==> src/logic/csp_pkg.sv <==
// constants for the code segment protection block: register map,
// field layout, reset values and decoded segment limits.
// assumes a 32-bit classic wishbone register port and byte addresses.
package csp_pkg;

  localparam int CSP_FA_W = 24;
  localparam int CSP_RA_W = 16;
  localparam int CSP_CNT_W = 16;

  // register byte offsets
  localparam logic [7:0] CSP_OFS_BOOT_CFG = 8'h00;
  localparam logic [7:0] CSP_OFS_SECURE_CFG = 8'h04;
  localparam logic [7:0] CSP_OFS_BOOT_END = 8'h08;
  localparam logic [7:0] CSP_OFS_SECURE_END = 8'h0c;
  localparam logic [7:0] CSP_OFS_RAM_LIMIT = 8'h10;
  localparam logic [7:0] CSP_OFS_STATUS = 8'h14;
  localparam logic [7:0] CSP_OFS_DENY_CNT = 8'h18;

  // field positions in both config words
  localparam int CSP_WP_BIT = 0;
  localparam int CSP_SIZE_LSB = 1;
  localparam int CSP_RAM_LSB = 4;
  localparam int CSP_CFG_W = 6;

  // erased config storage reads all ones: writable, no segments
  localparam logic [5:0] CSP_CFG_RST = 6'h3f;

  // status register bits
  localparam int CSP_ST_BOOT_ON = 0;
  localparam int CSP_ST_SEC_ON = 1;
  localparam int CSP_ST_BOOT_HI = 2;
  localparam int CSP_ST_SEC_HI = 3;
  localparam int CSP_ST_BRAM_ON = 4;
  localparam int CSP_ST_SRAM_ON = 5;
  localparam int CSP_ST_SMALL = 6;

  // flash segment size codes, low two bits (top bit is security level)
  localparam logic [1:0] CSP_SZ_NONE = 2'h3;
  localparam logic [1:0] CSP_SZ_SMALL = 2'h2;
  localparam logic [1:0] CSP_SZ_MID = 2'h1;
  localparam logic [1:0] CSP_SZ_LARGE = 2'h0;

  localparam logic [23:0] CSP_FLASH_BASE = 24'h000000;
  localparam logic [23:0] CSP_ADDR_STEP = 24'h000002;
  localparam logic [23:0] CSP_END_1K = 24'h0007fe;
  localparam logic [23:0] CSP_END_4K = 24'h001ffe;
  localparam logic [23:0] CSP_END_8K = 24'h003ffe;
  localparam logic [23:0] CSP_END_16K = 24'h007ffe;

  // ram protection codes and sizes in bytes
  localparam logic [1:0] CSP_RAM_NONE = 2'h3;
  localparam logic [1:0] CSP_RAM_S = 2'h2;
  localparam logic [1:0] CSP_RAM_M = 2'h1;
  localparam logic [1:0] CSP_RAM_L = 2'h0;
  localparam logic [15:0] CSP_BRAM_S = 16'h0080;
  localparam logic [15:0] CSP_BRAM_M = 16'h0100;
  localparam logic [15:0] CSP_BRAM_L = 16'h0400;
  localparam logic [15:0] CSP_SRAM_S = 16'h0100;
  localparam logic [15:0] CSP_SRAM_M = 16'h0800;
  localparam logic [15:0] CSP_SRAM_L = 16'h1000;
  localparam logic [15:0] CSP_RAM_BASE = 16'h0800;

endpackage

==> src/logic/csp_range_chk.sv <==
// inclusive address window compare, used for each protected segment.
// assumes lo and hi are stable decoded limits; hit is combinational.
`timescale 1ns/1ps

module csp_range_chk #(
  parameter int W = 24
) (
  input wire logic [W-1:0] addr,
  input wire logic [W-1:0] lo,
  input wire logic [W-1:0] hi,
  input wire logic valid,
  output logic hit
);

  assign hit = valid && (addr >= lo) && (addr <= hi);

endmodule

==> src/logic/csp_top.sv <==
// code segment protection: decodes boot and secure segment settings
// into flash and ram windows and gates write requests against them.
// assumes config storage is written over classic wishbone, and that
// requests are one-cycle pulses synchronous to clk.
`timescale 1ns/1ps

module csp_top (
  input wire logic clk,
  input wire logic rst,
  input wire logic wb_cyc_i,
  input wire logic wb_stb_i,
  input wire logic wb_we_i,
  input wire logic [7:0] wb_adr_i,
  input wire logic [3:0] wb_sel_i,
  input wire logic [31:0] wb_dat_i,
  output logic [31:0] wb_dat_o,
  output logic wb_ack_o,
  input wire logic small_variant,
  input wire logic flash_wr_req,
  input wire logic [csp_pkg::CSP_FA_W-1:0] flash_wr_addr,
  output logic flash_wr_go,
  output logic flash_wr_deny,
  input wire logic ram_wr_req,
  input wire logic [csp_pkg::CSP_RA_W-1:0] ram_wr_addr,
  output logic ram_wr_go,
  output logic ram_wr_deny
);
  import csp_pkg::*;

  logic [CSP_CFG_W-1:0] boot_config_word_r;
  logic [CSP_CFG_W-1:0] secure_config_word_r;
  logic small_r;
  logic [CSP_CNT_W-1:0] deny_cnt_r;
  logic [CSP_CNT_W-1:0] deny_cnt_nxt;

  logic boot_write_protect;
  logic [2:0] boot_segment_size_code;
  logic [1:0] boot_ram_size_code;
  logic secure_write_protect;
  logic [2:0] secure_segment_size_code;
  logic [1:0] secure_ram_size_code;

  // decoded limits
  logic boot_on_r;
  logic [CSP_FA_W-1:0] boot_end_r;
  logic sec_on_r;
  logic [CSP_FA_W-1:0] sec_lo_r;
  logic [CSP_FA_W-1:0] sec_end_r;
  logic bram_on_r;
  logic [CSP_RA_W-1:0] bram_size_r;
  logic sram_on_r;
  logic [CSP_RA_W-1:0] sram_size_r;
  logic [CSP_FA_W-1:0] boot_end_nxt;
  logic [CSP_FA_W-1:0] sec_end_nxt;
  logic [CSP_RA_W-1:0] bram_size_nxt;
  logic [CSP_RA_W-1:0] sram_total;

  logic [CSP_RA_W-1:0] bram_hi;
  logic [CSP_RA_W-1:0] sram_lo;
  logic [CSP_RA_W-1:0] sram_hi;
  logic hit_boot_f;
  logic hit_sec_f;
  logic hit_boot_r;
  logic hit_sec_r;

  logic wb_req;
  logic wb_wr_lane0;
  logic [31:0] rd_data;

  assign boot_write_protect = boot_config_word_r[CSP_WP_BIT];
  assign boot_segment_size_code =
    boot_config_word_r[CSP_SIZE_LSB +: 3];
  assign boot_ram_size_code = boot_config_word_r[CSP_RAM_LSB +: 2];
  assign secure_write_protect = secure_config_word_r[CSP_WP_BIT];
  assign secure_segment_size_code =
    secure_config_word_r[CSP_SIZE_LSB +: 3];
  assign secure_ram_size_code = secure_config_word_r[CSP_RAM_LSB +: 2];

  ////////////////////////////////////////////////////////////////////
  // wishbone slave: one wait state, ack for one cycle per request

  assign wb_req = wb_cyc_i && wb_stb_i && !wb_ack_o;
  assign wb_wr_lane0 = wb_req && wb_we_i && wb_sel_i[0];

  always_ff @(posedge clk) begin
    if (rst) begin
      wb_ack_o <= 1'b0;
    end else begin
      wb_ack_o <= wb_req;
    end
  end

  // config words change at once; the decode below follows one edge later
  always_ff @(posedge clk) begin
    if (rst) begin
      boot_config_word_r <= CSP_CFG_RST;
      secure_config_word_r <= CSP_CFG_RST;
    end else if (wb_wr_lane0) begin
      if (wb_adr_i == CSP_OFS_BOOT_CFG) begin
        boot_config_word_r <= wb_dat_i[CSP_CFG_W-1:0];
      end
      if (wb_adr_i == CSP_OFS_SECURE_CFG) begin
        secure_config_word_r <= wb_dat_i[CSP_CFG_W-1:0];
      end
    end
  end

  always_comb begin
    rd_data = 32'h00000000;
    case (wb_adr_i)
      CSP_OFS_BOOT_CFG: begin
        rd_data[CSP_CFG_W-1:0] = boot_config_word_r;
      end
      CSP_OFS_SECURE_CFG: begin
        rd_data[CSP_CFG_W-1:0] = secure_config_word_r;
      end
      CSP_OFS_BOOT_END: begin
        rd_data[CSP_FA_W-1:0] = boot_end_r;
      end
      CSP_OFS_SECURE_END: begin
        rd_data[CSP_FA_W-1:0] = sec_end_r;
      end
      CSP_OFS_RAM_LIMIT: begin
        rd_data[15:0] = bram_size_r;
        rd_data[31:16] = sram_size_r;
      end
      CSP_OFS_STATUS: begin
        rd_data[CSP_ST_BOOT_ON] = boot_on_r;
        rd_data[CSP_ST_SEC_ON] = sec_on_r;
        rd_data[CSP_ST_BOOT_HI] = boot_on_r && !boot_segment_size_code[2];
        rd_data[CSP_ST_SEC_HI] = sec_on_r && !secure_segment_size_code[2];
        rd_data[CSP_ST_BRAM_ON] = bram_on_r;
        rd_data[CSP_ST_SRAM_ON] = sram_on_r;
        rd_data[CSP_ST_SMALL] = small_r;
      end
      CSP_OFS_DENY_CNT: begin
        rd_data[CSP_CNT_W-1:0] = deny_cnt_r;
      end
      default: begin
        rd_data = 32'h00000000;
      end
    endcase
  end

  always_ff @(posedge clk) begin
    if (rst) begin
      wb_dat_o <= 32'h00000000;
    end else if (wb_req && !wb_we_i) begin
      wb_dat_o <= rd_data;
    end
  end

  ////////////////////////////////////////////////////////////////////
  // segment decode

  always_ff @(posedge clk) begin
    if (rst) begin
      small_r <= 1'b0;
    end else begin
      small_r <= small_variant;
    end
  end

  always_comb begin
    case (boot_segment_size_code[1:0])
      CSP_SZ_SMALL: begin
        boot_end_nxt = CSP_END_1K;
      end
      CSP_SZ_MID: begin
        boot_end_nxt = CSP_END_4K;
      end
      CSP_SZ_LARGE: begin
        boot_end_nxt = CSP_END_8K;
      end
      default: begin
        boot_end_nxt = CSP_FLASH_BASE;
      end
    endcase
  end

  always_comb begin
    case (secure_segment_size_code[1:0])
      CSP_SZ_SMALL: begin
        sec_end_nxt = CSP_END_4K;
      end
      CSP_SZ_MID: begin
        sec_end_nxt = CSP_END_8K;
      end
      CSP_SZ_LARGE: begin
        sec_end_nxt = CSP_END_16K;
      end
      default: begin
        sec_end_nxt = CSP_FLASH_BASE;
      end
    endcase
  end

  always_comb begin
    case (boot_ram_size_code)
      CSP_RAM_S: begin
        bram_size_nxt = CSP_BRAM_S;
      end
      CSP_RAM_M: begin
        bram_size_nxt = CSP_BRAM_M;
      end
      CSP_RAM_L: begin
        bram_size_nxt = CSP_BRAM_L;
      end
      default: begin
        bram_size_nxt = 16'h0000;
      end
    endcase
  end

  always_comb begin
    case (secure_ram_size_code)
      CSP_RAM_S: begin
        sram_total = CSP_SRAM_S;
      end
      CSP_RAM_M: begin
        sram_total = CSP_SRAM_M;
      end
      CSP_RAM_L: begin
        sram_total = CSP_SRAM_L;
      end
      default: begin
        sram_total = 16'h0000;
      end
    endcase
  end

  // boot flash window
  always_ff @(posedge clk) begin
    if (rst) begin
      boot_on_r <= 1'b0;
      boot_end_r <= CSP_FLASH_BASE;
    end else begin
      boot_on_r <= (boot_segment_size_code[1:0] != CSP_SZ_NONE);
      boot_end_r <= boot_end_nxt;
    end
  end

  // secure flash window starts one word past the boot end, or at the base with none; a boot
  // segment reaching the secure end leaves nothing to protect
  always_ff @(posedge clk) begin
    if (rst) begin
      sec_on_r <= 1'b0;
      sec_lo_r <= CSP_FLASH_BASE;
      sec_end_r <= CSP_FLASH_BASE;
    end else begin
      sec_on_r <= (secure_segment_size_code[1:0] != CSP_SZ_NONE) &&
        !small_variant &&
        !(boot_segment_size_code[1:0] != CSP_SZ_NONE &&
          boot_end_nxt >= sec_end_nxt);
      sec_lo_r <= (boot_segment_size_code[1:0] != CSP_SZ_NONE) ?
        boot_end_nxt + CSP_ADDR_STEP : CSP_FLASH_BASE;
      sec_end_r <= small_variant ? CSP_FLASH_BASE : sec_end_nxt;
    end
  end

  // ram windows: boot ram from the base up, secure ram right after it
  always_ff @(posedge clk) begin
    if (rst) begin
      bram_on_r <= 1'b0;
      bram_size_r <= 16'h0000;
      sram_on_r <= 1'b0;
      sram_size_r <= 16'h0000;
    end else begin
      bram_on_r <= (bram_size_nxt != 16'h0000);
      bram_size_r <= bram_size_nxt;
      sram_on_r <= (sram_total > bram_size_nxt) && !small_variant;
      sram_size_r <= (sram_total > bram_size_nxt && !small_variant) ?
        sram_total - bram_size_nxt : 16'h0000;
    end
  end

  assign bram_hi = CSP_RAM_BASE + bram_size_r - 16'h0001;
  assign sram_lo = CSP_RAM_BASE + bram_size_r;
  assign sram_hi = CSP_RAM_BASE + bram_size_r + sram_size_r - 16'h0001;

  ////////////////////////////////////////////////////////////////////
  // write gating

  csp_range_chk #(
    .W(CSP_FA_W)
  ) u_boot_flash (
    .addr(flash_wr_addr),
    .lo(CSP_FLASH_BASE),
    .hi(boot_end_r),
    .valid(boot_on_r),
    .hit(hit_boot_f)
  );

  csp_range_chk #(
    .W(CSP_FA_W)
  ) u_sec_flash (
    .addr(flash_wr_addr),
    .lo(sec_lo_r),
    .hi(sec_end_r),
    .valid(sec_on_r),
    .hit(hit_sec_f)
  );

  csp_range_chk #(
    .W(CSP_RA_W)
  ) u_boot_ram (
    .addr(ram_wr_addr),
    .lo(CSP_RAM_BASE),
    .hi(bram_hi),
    .valid(bram_on_r),
    .hit(hit_boot_r)
  );

  csp_range_chk #(
    .W(CSP_RA_W)
  ) u_sec_ram (
    .addr(ram_wr_addr),
    .lo(sram_lo),
    .hi(sram_hi),
    .valid(sram_on_r),
    .hit(hit_sec_r)
  );

  logic flash_block;
  logic ram_block;

  // write-protect bit 0 means protected
  assign flash_block = (hit_boot_f && !boot_write_protect) ||
    (hit_sec_f && !secure_write_protect);
  assign ram_block = (hit_boot_r && !boot_write_protect) ||
    (hit_sec_r && !secure_write_protect);

  always_ff @(posedge clk) begin
    if (rst) begin
      flash_wr_go <= 1'b0;
      flash_wr_deny <= 1'b0;
    end else begin
      flash_wr_go <= flash_wr_req && !flash_block;
      flash_wr_deny <= flash_wr_req && flash_block;
    end
  end

  always_ff @(posedge clk) begin
    if (rst) begin
      ram_wr_go <= 1'b0;
      ram_wr_deny <= 1'b0;
    end else begin
      ram_wr_go <= ram_wr_req && !ram_block;
      ram_wr_deny <= ram_wr_req && ram_block;
    end
  end

  ////////////////////////////////////////////////////////////////////
  // denied write counter; saturates, a write clears it, and denials in
  // the clearing cycle still count so none are lost

  always_comb begin
    deny_cnt_nxt = deny_cnt_r;
    if (wb_wr_lane0 && wb_adr_i == CSP_OFS_DENY_CNT) begin
      deny_cnt_nxt = 16'h0000;
    end
    if (deny_cnt_nxt < 16'hfffe) begin
      deny_cnt_nxt = deny_cnt_nxt +
        {15'h0000, flash_wr_req && flash_block} +
        {15'h0000, ram_wr_req && ram_block};
    end else if (deny_cnt_nxt == 16'hfffe &&
                 ((flash_wr_req && flash_block) ||
                  (ram_wr_req && ram_block))) begin
      deny_cnt_nxt = 16'hffff;
    end
  end

  always_ff @(posedge clk) begin
    if (rst) begin
      deny_cnt_r <= 16'h0000;
    end else begin
      deny_cnt_r <= deny_cnt_nxt;
    end
  end

endmodule

==> config.mk <==
export PLATFORM = sky130hd
export DESIGN_NAME = csp_top
export DESIGN_NICKNAME = d
export VERILOG_FILES = /design/src/logic/csp_pkg.sv /design/src/logic/csp_range_chk.sv /design/src/logic/csp_top.sv
export SDC_FILE = /design/constraint.sdc
export NUM_CORES = 1
export LEC_CHECK = 0
export ABC_CLOCK_PERIOD_IN_PS = 10580
export BUFFER_PORTS_ARGS = -buffer_cell sky130_fd_sc_hd__buf_2
export CAP_MARGIN = 20
export CORE_MARGIN = 1
export CORE_UTILIZATION = 45
export CTS_BUF_LIST = sky130_fd_sc_hd__clkbuf_16
export DETAILED_ROUTE_END_ITERATION = 10
export PLACE_DENSITY = 0.69
export SYNTH_ARGS = -nofsm -noshare
export SYNTH_HDL_FRONTEND = slang
export SYNTH_SLANG_ARGS = --single-unit
==> constraint.sdc <==
create_clock -name clk -period 10.58 [get_ports clk]
set_input_delay 2.116 -clock clk [delete_from_list [all_inputs] [get_ports clk]]
set_output_delay 2.116 -clock clk [all_outputs]
set_load 0.01 [all_outputs]
==> run_results.csv <==
group,metric,value,unit
run_status,status,"complete, no violations",
logic_synthesis,yosys.area_share.adder,0.170,
drt,drt_iter0_markers,297,
finish,nets,860,
clock_tree,clock_latency,0.34,ns
setup_path,end_kind,"flip-flop",
floorplan,core-area,11500,um^2
setup_path,r2r_end,"deny_cnt_r[10]$_SDFF_PP0_",
timing,slew_headroom,0.375,
logic_synthesis,postSynthCellCount,619,
setup_path,cp_slowest_cell,"or4b_2",
pwr,peakVddDrop,0.101,mV
setup_path,cp_data_arrival_time,5.92,ns
logic_synthesis,synth-xor-area-share,0.0297,
timing,hold_viol_final,0,
drt,firstDrtPassIters,5,
global_route,gr-usage-met2,0.369,
timing,maxSlewViolCount,0,
floorplan,die_h,111,um
floorplan,rows,39,
floorplan,die_area,12200,um^2
logic_synthesis,synth_flop_cell,"dfxtp_1",
global_route,grt_use_met1,0.290,
floorplan,die_w,111,um
drt,avgViaCountPerCell,5.63,
place,io_buffers,92,
drt,wl_per_cell,15.7,um
clock_tree,cts_tree,"done",
job,drv_cap,0,
global_route,grt_pass1_wl,22200,um
pwr,power.density,114,nW/um^2
clock_tree,clock-sinks,85,
setup_path,path_cells,"buf_2, inv_1, ha_1, or4b_2, o211ai_1, a311oi_1, a211oi_1, o21a_1, inv_1, fa_1, inv_1, ha_1, inv_1, nor3_1, nand4_1, xor2_1, nor2_1",
finish,antenna_cells,0,
global_route,antenna_found_initial,0,
setup_path,path_delay_family,"simple AND/OR/NAND/NOR gates",
pwr,p_leak,2.62,nW
timing,fin_skew,0.00671,ns
clock_tree,cts_resized,0,
setup_path,r2r_cells,24,
clock_tree,numCtsBuffers,9,
finish,layout_commonest_cell,"buf_2",
timing,fmax,0.176,GHz
drt,ant_nets,0,
global_route,grtUsageTotal,0.222,
logic_synthesis,yosys_register_bits,85,
finish,seq_area,1700,um^2
global_route,met3_usage,0.0384,
logic_synthesis,postSynthAreaPerCell,8.57,um^2
clock_tree,htree_levels,3,
place,dpl.hpwl,10300,um
logic_synthesis,yosysWarnings,0,
clock_tree,cts_hold_buffers,0,
setup_path,crit_fanout,5,
timing,setup_viol,0,
drt,route.detailed.drc,0,
setup_path,worstSetupPathType,"in2reg",
worst_hold_path,min_path_type,"reg2reg",
timing,rsz0062_at_grt,"false",
setup_path,cp_common_cell,"inv_1",
setup_path,r2r_slack,5.19,ns
logic_synthesis,netlist_area,5310,um^2
setup_path,crit_buf_inv,5,
worst_hold_path,hold_path_end,"wb_dat_o[24]$_SDFFE_PP0P_",
logic_synthesis,synth.area.mux_share,0.0132,
finish,drive_gt1_frac,0.178,
clock_tree,clockBufferDepth,2,
finish,fillCellCount,1059,
logic_synthesis,synth_cell_type_count,64,
logic_synthesis,synth-seq-area-share,0.321,
logic_synthesis,async_flop_share,0,
place,gp_congestion,0.889,
drt,vias,4765,
drt,wl,13300,um
global_route,top_usage_layer,"met2",
finish,synthToLayoutAreaGrowth,15.4,%
logic_synthesis,synth-edff-count,0,
setup_path,critPathMaxStageDelay,0.58,ns
worst_hold_path,worstHoldStart,"wb_dat_o[24]$_SDFFE_PP0P_",
timing,tns,0,ns
clock_tree,clkTransAtPathRegs,0.07,ns
clock_tree,cts_root_buf,"clkbuf_16",
worst_hold_path,min_path_cells,2,
finish,final_core_util,0.534,
logic_synthesis,synth-compound-area-share,0.168,
finish,multi_input_area,3280,um^2
setup_path,start_kind,"input pin",
clock_tree,post-cts-setup-buffer-count,0,
logic_synthesis,synth_top_family_by_area,"simple AND/OR/NAND/NOR gates",
finish,most-common-layout-cells,"92 x buf_2, 85 x dfxtp_1, 65 x ha_1",
timing,period_share,0.538,
floorplan,start_util,0.463,
setup_path,cp_data_required_time,10.81,ns
timing,worst_pin_slew,0.929,ns
global_route,first_global_vias,4704,
floorplan,ioPinCount,129,
timing,fin_crit,5.69,ns
global_route,gr-total-overflow,0,
setup_path,r2r_start,"bram_size_r[8]$_SDFF_PP0_",
logic_synthesis,yosys.area_share.simple,0.230,
global_route,grt_max_degree,63,
-- cell families (layout without fill, tap and decap cells) --
kind of cell	count (synthesis)	after routing
compound gates	127	127
xor+xnor	18	18
simple gates	232	232
other cells	1	9
fa+ha+maj	70	70
flops	85	85
mux	7	7
buf+inv	79	156
-- tightest hold or removal path, cell delays in order, from the launching register on --
cell,delay [ns]
dfxtp_1,0.31
nand2_1,0.05
a21oi_1,0.05
-- layer usage --
metal,routed length [um],up-vias
met2,6250,115
met5,0,-
met4,280,0
met3,636,19
li1,-,2368
met1,6110,2263
-- metrics by stage --
| step | setup slack [ns] | cells | hold slack, ns | cell area, um^2 | power (mW) |
|---|---|---|---|---|---|
| 3_5_place_dp | 4.59 | 830 | 0.442 | 5810 | 0.382 |
| 5_1_grt | 4.59 | 847 | 0.476 | 6120 | 0.726 |
| 4_1_cts | 4.93 | 846 | 0.453 | 6120 | 0.704 |
| 6_report | 4.89 | 847 | 0.448 | 6120 | 0.701 |
| 3_3_place_gp | 4.65 | 830 | 0.437 | 5810 | 0.378 |
| 2_1_floorplan | 5.35 | 627 | 0.448 | 5340 | 0.359 |
-- state kept, by name, summed over array words and instances (netlist names), 3 cells and up --
signal / cells
boot_config_word_r: 6
boot_end_r: 3
bram_size_r: 3
deny_cnt_r: 16
sec_end_r: 3
sec_lo_r: 5
secure_config_word_r: 6
sram_size_r: 9
wb_dat_o: 25
-- cell type report --
type | count | area share
clock buffers | 9 | 0.0368
clock inverters | 7 | 0.0133
inverters | 44 | 0.0270
multi-input cells | 463 | 0.536
flip-flops and latches | 85 | 0.278
well taps | 143 | 0.0292
repair buffers | 96 | 0.0797
-- how the worst max path moves through the flow --
stage	from	to	slack, ns	depth (start not counted)
finish	ram_wr_addr[7]	deny_cnt_r[10]$_SDFF_PP0_	4.89	17
global route	flash_wr_addr[20]	deny_cnt_r[14]$_SDFF_PP0_	4.59	15
CTS	ram_wr_addr[7]	deny_cnt_r[10]$_SDFF_PP0_	4.93	17
detailed placement	ram_wr_addr[7]	deny_cnt_r[10]$_SDFF_PP0_	4.59	17
global placement	ram_wr_addr[7]	deny_cnt_r[12]$_SDFF_PP0_	4.65	17
floorplan	ram_wr_addr[7]	deny_cnt_r[10]$_SDFF_PP0_	5.35	16
-- report_power, final --
| part | switching, mW | internal, mW |
|---|---|---|
| combinational | 0.0316 | 0.0215 |
| sequential | 0.000400 | 0.321 |
| clock | 0.140 | 0.187 |
| total | 0.172 | 0.529 |
-- cells in the mapped netlist, types with 3 or more instances --
cell type / number / area share
or4_1: 4 / 0.0057
nand3b_1: 5 / 0.0071
clkbuf_1: 18 / 0.013
buf_6: 4 / 0.0085
and2_1: 6 / 0.0071
xor2_1: 11 / 0.018
nand4_1: 13 / 0.015
a221o_1: 4 / 0.0075
a21oi_1: 37 / 0.035
a22oi_1: 15 / 0.021
or3_1: 5 / 0.0059
o21ai_0: 16 / 0.015
o221ai_1: 3 / 0.0050
xnor2_1: 7 / 0.012
mux2i_1: 7 / 0.013
a211oi_1: 4 / 0.0057
a21o_1: 7 / 0.0099
or2_2: 4 / 0.0047
nand2b_1: 9 / 0.011
buf_2: 3 / 0.0028
nand3_1: 17 / 0.016
nor2b_1: 11 / 0.013
a31oi_1: 3 / 0.0035
a211o_1: 12 / 0.020
dfxtp_1: 85 / 0.32
inv_1: 44 / 0.031
a2111oi_0: 4 / 0.0066
ha_1: 65 / 0.15
nand2_1: 46 / 0.033
nor4_1: 10 / 0.012
fa_1: 4 / 0.015
buf_1: 3 / 0.0021
o211ai_1: 5 / 0.0071
nor2_1: 58 / 0.041
nor3_1: 16 / 0.015
and3_1: 10 / 0.012
and4_1: 4 / 0.0066
buf_4: 7 / 0.0099
a221oi_1: 3 / 0.0050
(Power assumes the default switching activity.)
